--- config.mk ---
export PLATFORM = sky130hd
export DESIGN_NAME = odt_on_delay_timer
export DESIGN_NICKNAME = d
export VERILOG_FILES = /design/src/verilog/odt_on_delay_timer.v /design/src/verilog/odt_tick_div.v
export VERILOG_INCLUDE_DIRS = /design/src /design/src/verilog
export SDC_FILE = /design/constraint.sdc
export NUM_CORES = 1
export LEC_CHECK = 0
export BUFFER_PORTS_ARGS = -buffer_cell sky130_fd_sc_hd__buf_2
export CORE_MARGIN = 3
export CORE_UTILIZATION = 55
export CTS_CLUSTER_DIAMETER = 50
export DETAILED_ROUTE_END_ITERATION = 10
export GPL_TIMING_DRIVEN = 0
export PLACE_DENSITY = 0.8
export SLEW_MARGIN = 20
export SYNTH_ARGS = -nofsm -noshare
export SYNTH_HDL_FRONTEND = slang
export SYNTH_SLANG_ARGS = --single-unit
--- constraint.sdc ---
create_clock -name SYS_CLK_IN -period 2.65 [get_ports SYS_CLK_IN]
set_input_delay 0.6625 -clock SYS_CLK_IN [delete_from_list [all_inputs] [get_ports SYS_CLK_IN]]
set_output_delay 0.6625 -clock SYS_CLK_IN [all_outputs]
set_load 0.02 [all_outputs]
--- src/verilog/odt_map.vh ---
// Purpose: constants for the on-delay timer: offsets, fields, resets, timing
// Assumes: 25 MHz system clock
// Notes:   byte addresses on a 32-bit AXI4-Lite register bus
`ifndef ODT_MAP_VH
`define ODT_MAP_VH

`define ODT_CLK_PERIOD_NS   40
`define ODT_CENTI_TICK_NS   10000000
`define ODT_DECI_TICK_NS    100000000
`define ODT_CENTI_CYCLES    (`ODT_CENTI_TICK_NS / `ODT_CLK_PERIOD_NS)
`define ODT_DECI_CYCLES     (`ODT_DECI_TICK_NS / `ODT_CLK_PERIOD_NS)
`define ODT_DIV_W           22

`define ODT_ADDR_W          5
`define ODT_REG_PRESET      5'h00
`define ODT_REG_CONFIG      5'h04
`define ODT_REG_STATE       5'h08
`define ODT_REG_ELAPSED     5'h0C
`define ODT_REG_IRQ_STATUS  5'h10
`define ODT_REG_IRQ_CLEAR   5'h14
`define ODT_REG_IRQ_ENABLE  5'h18

`define ODT_CFG_DECI_BIT    0
`define ODT_ST_DONE_BIT     0
`define ODT_ST_RUN_BIT      1
`define ODT_ST_START_BIT    2
`define ODT_IRQ_DONE_BIT    0
`define ODT_IRQ_START_BIT   1
`define ODT_IRQ_W           2

`define ODT_COUNT_W         16
`define ODT_PRESET_RESET    16'h0000
`define ODT_CONFIG_RESET    1'b0
`define ODT_IRQ_EN_RESET    2'h0

`define ODT_RESP_OKAY       2'b00
`define ODT_RESP_DECERR     2'b11

`endif

--- src/verilog/odt_on_delay_timer.v ---
// Purpose: on-delay timer with 10 ms or 100 ms tick, AXI4-Lite registers
// Assumes: START_IN is asynchronous to SYS_CLK_IN
// Notes:   start is seen two cycles late through its synchroniser
//
// Function
// - start rising edge loads preset, begins timing
// - centisecond variant: decrement once per 10 ms
// - done asserts when elapsed count reaches zero
// - start low: count zero, done low
// - decisecond variant covers up to 6553.5 s
// - on-delay: done only after full preset
// - decisecond variant: decrement once per 100 ms
`timescale 1ns/1ps
`include "odt_map.vh"
module odt_on_delay_timer #(
  parameter CENTI_CYCLES = `ODT_CENTI_CYCLES,
  parameter DECI_CYCLES  = `ODT_DECI_CYCLES
) (
  input  wire                    SYS_CLK_IN,
  input  wire                    ARST_N_IN,
  input  wire                    START_IN,
  output reg                     DONE_OUT,
  output reg  [`ODT_COUNT_W-1:0] ELAPSED_OUT,
  output reg                     IRQ_OUT,
  input  wire [`ODT_ADDR_W-1:0]  S_AXI_AWADDR_IN,
  input  wire                    S_AXI_AWVALID_IN,
  output reg                     S_AXI_AWREADY_OUT,
  input  wire [31:0]             S_AXI_WDATA_IN,
  input  wire [3:0]              S_AXI_WSTRB_IN,
  input  wire                    S_AXI_WVALID_IN,
  output reg                     S_AXI_WREADY_OUT,
  output reg  [1:0]              S_AXI_BRESP_OUT,
  output reg                     S_AXI_BVALID_OUT,
  input  wire                    S_AXI_BREADY_IN,
  input  wire [`ODT_ADDR_W-1:0]  S_AXI_ARADDR_IN,
  input  wire                    S_AXI_ARVALID_IN,
  output reg                     S_AXI_ARREADY_OUT,
  output reg  [31:0]             S_AXI_RDATA_OUT,
  output reg  [1:0]              S_AXI_RRESP_OUT,
  output reg                     S_AXI_RVALID_OUT,
  input  wire                    S_AXI_RREADY_IN
);
  localparam CW = `ODT_COUNT_W;
  localparam IW = `ODT_IRQ_W;

  reg  [CW-1:0]          preset_value;
  reg                    cfg_deci;
  reg  [IW-1:0]          irq_status;
  reg  [IW-1:0]          irq_enable;
  reg                    start_meta;
  reg                    start_sync;
  reg                    start_prev;
  reg                    running;
  reg  [`ODT_ADDR_W-1:0] aw_addr;
  reg                    aw_have;
  reg  [31:0]            w_data;
  reg  [3:0]             w_strb;
  reg                    w_have;
  wire                   tick;
  wire                   start_rise = start_sync & ~start_prev;
  wire                   wr_go = aw_have & w_have & ~S_AXI_BVALID_OUT;
  wire                   done_rise;
  wire [IW-1:0]          irq_events;
  wire [IW-1:0]          irq_clear;

  // start comes from a pin: two flops before anything reads it
  always @(posedge SYS_CLK_IN or negedge ARST_N_IN) begin
    if (!ARST_N_IN) begin
      start_meta <= 1'b0;
      start_sync <= 1'b0;
      start_prev <= 1'b0;
    end else begin
      start_meta <= START_IN;
      start_sync <= start_meta;
      start_prev <= start_sync;
    end
  end

  // divider restarts on each new start so the first tick is a full period
  odt_tick_div #(
    .W          (`ODT_DIV_W),
    .FAST_COUNT (CENTI_CYCLES),
    .SLOW_COUNT (DECI_CYCLES)
  ) u_tick (
    .clk_in     (SYS_CLK_IN),
    .arst_n_in  (ARST_N_IN),
    .restart_in (start_rise | ~start_sync),
    .slow_in    (cfg_deci),
    .tick_out   (tick)
  );

  always @(posedge SYS_CLK_IN or negedge ARST_N_IN) begin
    if (!ARST_N_IN) begin
      ELAPSED_OUT <= {CW{1'b0}};
      DONE_OUT    <= 1'b0;
      running     <= 1'b0;
    end else if (!start_sync) begin
      ELAPSED_OUT <= {CW{1'b0}};
      DONE_OUT    <= 1'b0;
      running     <= 1'b0;
    end else if (start_rise) begin
      ELAPSED_OUT <= preset_value;
      DONE_OUT    <= 1'b0;
      running     <= 1'b1;
    end else if (running) begin
      if (tick && ELAPSED_OUT != {CW{1'b0}})
        ELAPSED_OUT <= ELAPSED_OUT - {{(CW-1){1'b0}}, 1'b1};
      // zero is held, never wrapped
      DONE_OUT <= (ELAPSED_OUT == {CW{1'b0}});
    end
  end

  // done event taken from the count at zero before the done register sets, start event from the sync edge
  assign done_rise  = running & start_sync & ~start_rise & ~DONE_OUT &
                      (ELAPSED_OUT == {CW{1'b0}});
  assign irq_events = {start_rise, done_rise};
  assign irq_clear  = (wr_go && aw_addr == `ODT_REG_IRQ_CLEAR) ?
                      w_data[IW-1:0] : {IW{1'b0}};

  always @(posedge SYS_CLK_IN or negedge ARST_N_IN) begin
    if (!ARST_N_IN) begin
      irq_status <= {IW{1'b0}};
      IRQ_OUT    <= 1'b0;
    end else begin
      // a new event wins over a clear in the same cycle
      irq_status <= (irq_status & ~irq_clear) | irq_events;
      IRQ_OUT    <= |(((irq_status & ~irq_clear) | irq_events) & irq_enable);
    end
  end

  // write channel: address and data accepted in either order
  always @(posedge SYS_CLK_IN or negedge ARST_N_IN) begin
    if (!ARST_N_IN) begin
      S_AXI_AWREADY_OUT <= 1'b1;
      S_AXI_WREADY_OUT  <= 1'b1;
      S_AXI_BVALID_OUT  <= 1'b0;
      S_AXI_BRESP_OUT   <= `ODT_RESP_OKAY;
      aw_have           <= 1'b0;
      w_have            <= 1'b0;
      aw_addr           <= {`ODT_ADDR_W{1'b0}};
      w_data            <= 32'h00000000;
      w_strb            <= 4'h0;
      preset_value      <= `ODT_PRESET_RESET;
      cfg_deci          <= `ODT_CONFIG_RESET;
      irq_enable        <= `ODT_IRQ_EN_RESET;
    end else begin
      if (S_AXI_AWVALID_IN && S_AXI_AWREADY_OUT) begin
        aw_addr           <= S_AXI_AWADDR_IN;
        aw_have           <= 1'b1;
        S_AXI_AWREADY_OUT <= 1'b0;
      end
      if (S_AXI_WVALID_IN && S_AXI_WREADY_OUT) begin
        w_data           <= S_AXI_WDATA_IN;
        w_strb           <= S_AXI_WSTRB_IN;
        w_have           <= 1'b1;
        S_AXI_WREADY_OUT <= 1'b0;
      end
      if (wr_go) begin
        aw_have          <= 1'b0;
        w_have           <= 1'b0;
        S_AXI_BVALID_OUT <= 1'b1;
        S_AXI_BRESP_OUT  <= `ODT_RESP_OKAY;
        case (aw_addr)
          `ODT_REG_PRESET: begin
            if (w_strb[0])
              preset_value[7:0] <= w_data[7:0];
            if (w_strb[1])
              preset_value[15:8] <= w_data[15:8];
          end
          `ODT_REG_CONFIG: begin
            if (w_strb[0])
              cfg_deci <= w_data[`ODT_CFG_DECI_BIT];
          end
          `ODT_REG_IRQ_ENABLE: begin
            if (w_strb[0])
              irq_enable <= w_data[IW-1:0];
          end
          `ODT_REG_STATE, `ODT_REG_ELAPSED, `ODT_REG_IRQ_STATUS,
          `ODT_REG_IRQ_CLEAR: begin
            S_AXI_BRESP_OUT <= `ODT_RESP_OKAY;
          end
          default: begin
            S_AXI_BRESP_OUT <= `ODT_RESP_DECERR;
          end
        endcase
      end else if (S_AXI_BVALID_OUT && S_AXI_BREADY_IN) begin
        S_AXI_BVALID_OUT  <= 1'b0;
        S_AXI_AWREADY_OUT <= 1'b1;
        S_AXI_WREADY_OUT  <= 1'b1;
      end
    end
  end

  // read channel: one outstanding read, answer one edge after acceptance
  always @(posedge SYS_CLK_IN or negedge ARST_N_IN) begin
    if (!ARST_N_IN) begin
      S_AXI_ARREADY_OUT <= 1'b1;
      S_AXI_RVALID_OUT  <= 1'b0;
      S_AXI_RDATA_OUT   <= 32'h00000000;
      S_AXI_RRESP_OUT   <= `ODT_RESP_OKAY;
    end else if (S_AXI_ARVALID_IN && S_AXI_ARREADY_OUT) begin
      S_AXI_ARREADY_OUT <= 1'b0;
      S_AXI_RVALID_OUT  <= 1'b1;
      S_AXI_RRESP_OUT   <= `ODT_RESP_OKAY;
      S_AXI_RDATA_OUT   <= 32'h00000000;
      case (S_AXI_ARADDR_IN)
        `ODT_REG_PRESET:
          S_AXI_RDATA_OUT[CW-1:0] <= preset_value;
        `ODT_REG_CONFIG:
          S_AXI_RDATA_OUT[`ODT_CFG_DECI_BIT] <= cfg_deci;
        `ODT_REG_STATE: begin
          S_AXI_RDATA_OUT[`ODT_ST_DONE_BIT]  <= DONE_OUT;
          S_AXI_RDATA_OUT[`ODT_ST_RUN_BIT]   <= running;
          S_AXI_RDATA_OUT[`ODT_ST_START_BIT] <= start_sync;
        end
        `ODT_REG_ELAPSED:
          S_AXI_RDATA_OUT[CW-1:0] <= ELAPSED_OUT;
        `ODT_REG_IRQ_STATUS:
          S_AXI_RDATA_OUT[IW-1:0] <= irq_status;
        `ODT_REG_IRQ_ENABLE:
          S_AXI_RDATA_OUT[IW-1:0] <= irq_enable;
        `ODT_REG_IRQ_CLEAR:
          S_AXI_RDATA_OUT <= 32'h00000000; // write-only, reads zero
        default:
          S_AXI_RRESP_OUT <= `ODT_RESP_DECERR;
      endcase
    end else if (S_AXI_RVALID_OUT && S_AXI_RREADY_IN) begin
      S_AXI_RVALID_OUT  <= 1'b0;
      S_AXI_ARREADY_OUT <= 1'b1;
    end
  end
endmodule // odt_on_delay_timer

--- src/verilog/odt_tick_div.v ---
// Purpose: tick strobe divider with two selectable periods
// Assumes: restart is a same-clock level or pulse
// Notes:   tick is one cycle wide, first tick one full period after restart
`timescale 1ns/1ps
module odt_tick_div #(
  parameter W          = 22,
  parameter FAST_COUNT = 250000,
  parameter SLOW_COUNT = 2500000
) (
  input  wire         clk_in,
  input  wire         arst_n_in,
  input  wire         restart_in,
  input  wire         slow_in,
  output reg          tick_out
);
  reg  [W-1:0] count;
  wire [W-1:0] last = slow_in ? SLOW_COUNT[W-1:0] - {{(W-1){1'b0}}, 1'b1}
                              : FAST_COUNT[W-1:0] - {{(W-1){1'b0}}, 1'b1};

  always @(posedge clk_in or negedge arst_n_in) begin
    if (!arst_n_in) begin
      count    <= {W{1'b0}};
      tick_out <= 1'b0;
    end else if (restart_in) begin
      // parks at one: the registered tick already costs a cycle
      count    <= {{(W-1){1'b0}}, 1'b1};
      tick_out <= 1'b0;
    end else if (count >= last) begin
      // >= so a switch to the short period mid-count cannot overrun
      count    <= {W{1'b0}};
      tick_out <= 1'b1;
    end else begin
      count    <= count + {{(W-1){1'b0}}, 1'b1};
      tick_out <= 1'b0;
    end
  end
endmodule // odt_tick_div
==> run metrics <==
endpoint arrival time on the critical path=2.86 ns; wire length of the first global-routing pass=21500 microns; average detailed-routed wire length per instance=16.9 microns; depth of the worst register-to-register path=8; final hold viol count=0; routed length on met3=1010 microns; die outline area=0.0114 sq mm; maximum clock path buffer count=2; worst-path fanout max=10; area of the core region=0.00982 sq mm; Buffers on Ports=76; io pins=113; total standard cell area after synthesis=0.00561 sq mm; destination of the critical timing path=u_tick.count[3]; FF-to-FF End=u_tick.count[3]; effective utilization at floorplan=57.1%; headroom to the max-slew limit=64.6%; global-route congestion overflow total=0; Synth Register Bits=114; M1 WL=5460 microns; CTS tree=built; setup repair after global routing missed its margin=no; Crit Reg-Reg Startpoint=cfg_deci; non-filler cells, final=761; FILL cells=711; Pre-antenna DRT Iters=7; Final Util=70.0%; maximum number of pins on one net before global-route repair=64; cells taking the most area after synthesis=dfrtp_1, mux2_2, o21ai_0, xnor2_1, ha_1; clock latency reported for the late side of the worst-skew pair=0.51 ns; worst hold-check path type=primary input to async pin; number of enable flip-flop cells after synthesis=0; 1st-iter DRT viols=245; Area Overhead vs Synth=22.6%; Inst Count DP=729; DIE HEIGHT=107 microns; post-route design area=0.00687 sq mm; GR Util All Layers=24.0%; sinks on the clock net=114; number of vias after detailed routing=4425; kind of start point of the critical path=flip-flop; total inserted antenna cells=0; share of the cycle needed by the critical path after routing=93.7%; largest vdd supply drop=0.000625 V; number of pins with negative max-slew slack in the final report=0; Synth top area share=49.6%; final count of negative-setup-slack endpoints=0; number of global-route vias before repair=4371; Slowest-stage cell, CP=or4_4; share of synthesized flip-flops with an asynchronous set or reset=100%; post-detail-place hpwl=9030 microns; Pleak=0.00312 uW; setup TNS=0 ns; source of the critical timing path=cfg_deci; routed wl met2=6140 microns; type of the setup path with the least slack=flip-flop to flip-flop; cell count after synthesis=504; fraction of the yosys area taken by sequential cells=51.0%; number of CTS-inserted buffers=17; flop2flop setup slack=0.17 ns; fraction of layout instances using a drive strength above 1=31.2%; max-capacitance violation count=0; detailed-route vias per instance=5.81; buffers inserted by post-CTS timing repair=0; result of the run=complete, no violations; unique cell type count in the Yosys netlist=61; post-place instance area=0.00624 sq mm; number of routed nets with antenna violations=0; Synth Area per Inst=11.1 sq um; worst clock skew on the final layout=0.00855 ns; initial antenna violation count=0; required time of the critical path=3.02 ns; width of the die=107 microns; Setup crit end kind=flip-flop; clock tree root buffer cell=clkbuf_8; Crit path largest cell delay=0.50 ns; flip-flop cell with the highest count after synthesis=dfrtp_1; biggest area consumer among synthesized cells=dfrtp_1; wirelength, routed=12800 microns; synthesis warning total=0; Top Metal Used=met4; measured slew at the worst slew-check pin=0.531 ns; DRC violation count after routing=0; count of standard-cell rows=36; number of H-tree levels=4; final critical-path required period=2.48 ns; global placer's final weighted congestion=0.889; Achievable Freq=0.403 GHz; critical path, cell by cell=inv_1, ha_1, nand4b_4, or4_4, o31ai_2, o2111a_2, buf_6, nor3_1; power density cells=842 mW/mm^2; clock slew at the register clock pins of the worst setup and hold paths=0.05 ns; Final #Nets=682
==> power breakdown <==
part / leakage [uW] / internal, uW / switching (uW) / total, uW
Combinational: 0.00132 / 471 / 491 / 963
Sequential: 0.00149 / 2100 / 323 / 2420
Clock: 0.000299 / 1640 / 759 / 2400
==> placed cells by master, fill, tap and decap left out, types with 12 or more instances in the layout <==
cell type | netlist | layout
dfrtp_1 | 111 | 110
nor3_1 | 29 | 29
clkbuf_1 | 14 | 18
buf_2 | 4 | 79
conb_1 | 1 | 16
o21ai_0 | 38 | 38
inv_1 | 12 | 12
nor2_1 | 17 | 17
ha_1 | 13 | 13
xnor2_1 | 19 | 19
nand2_1 | 42 | 42
nand3_1 | 16 | 16
clkbuf_16 | 0 | 16
a22oi_1 | 15 | 15
mux2_2 | 42 | 42
buf_4 | 18 | 18
==> layer usage <==
layer | track usage [%] | vias to the layer above
li1 | - | 2033
met1 | 32.1 | 2164
met2 | 38.0 | 207
met3 | 5.84 | 21
met4 | 8.95 | 0
met5 | 0 | -
==> worst max-delay path: cells and delay by family, from the launching register on <==
kind            cells  cell delay (ns)
buf+inv             2             0.33
simple gates        3             0.68
flops               1             0.45
fa+ha+maj           1             0.38
compound gates      2             0.53
==> sequential cells by signal, summed over array words and instances (netlist names), 5 cells and up <==
signal	count
preset_value	16
S_AXI_RDATA_OUT	16
u_tick.count	22
ELAPSED_OUT	16
w_data	16
aw_addr	5
==> final cells by class <==
cell class / count / area (sq um) / share of cell area [%]
Buffer: 39 / 235 / 3.42
Clock buffer: 22 / 443 / 6.45
Clock inverter: 10 / 184 / 2.68
Inverter: 12 / 45.0 / 0.656
Multi-Input combinational cell: 354 / 2520 / 36.8
Sequential cell: 114 / 2860 / 41.6
Tap cell: 133 / 166 / 2.42
Timing Repair Buffer: 77 / 414 / 6.03
==> through the flow <==
| stage | hold WS (ns) | worst slack (ns) | total power, uW |
|---|---|---|---|
| after floorplan | 0.331 | 0.409 | 3040 |
| after global placement | 0.335 | -0.352 | 3320 |
| after detailed placement | 0.336 | 0.0792 | 3390 |
| after CTS | 0.118 | 0.0718 | 5810 |
| after global routing | 0.124 | 0.0412 | 6050 |
| final | 0.112 | 0.166 | 5780 |
==> logic make-up (layout without fill, tap and decap cells) <==
family	count (synthesis)	after routing	share of synthesized area [%]
other cells	1	16	0.0669
simple gates	157	157	15.9
buf+inv	51	160	5.00
xor+xnor	30	30	4.69
compound gates	90	90	10.5
mux	48	48	9.96
flops	114	114	51.0
fa+ha+maj	13	13	2.90
==> synth_stat cells (4+ instances only) <==
cell      instances
dfrtp_1         111
mux2_2           42
nand2_1          42
o21ai_0          38
nor3_1           29
xnor2_1          19
buf_4            18
nor2_1           17
nand3_1          16
a22oi_1          15
clkbuf_1         14
ha_1             13
inv_1            12
a21oi_1          11
xor2_1           11
nor4_1            9
nand4_1           8
or3_1             6
nor3_2            5
buf_2             4
mux2i_1           4
==> how the worst min path moves through the flow <==
stage | depth (start not counted) | slack (ns) | endpoint
finish | 1 | 0.11 | w_data[8]
global route | 1 | 0.12 | w_data[8]
CTS | 1 | 0.12 | w_data[10]
detailed placement | 0 | 0.34 | start_sync
global placement | 0 | 0.34 | start_sync
floorplan | 0 | 0.33 | start_sync
==> repair_timing <==
action,in CTS,in global routing
endpoints found under the setup margin,0,20
hold buffers,0,0
hold endpoints to repair,0,0
resized for setup,0,1
Power figures use the tool's default switching activity.
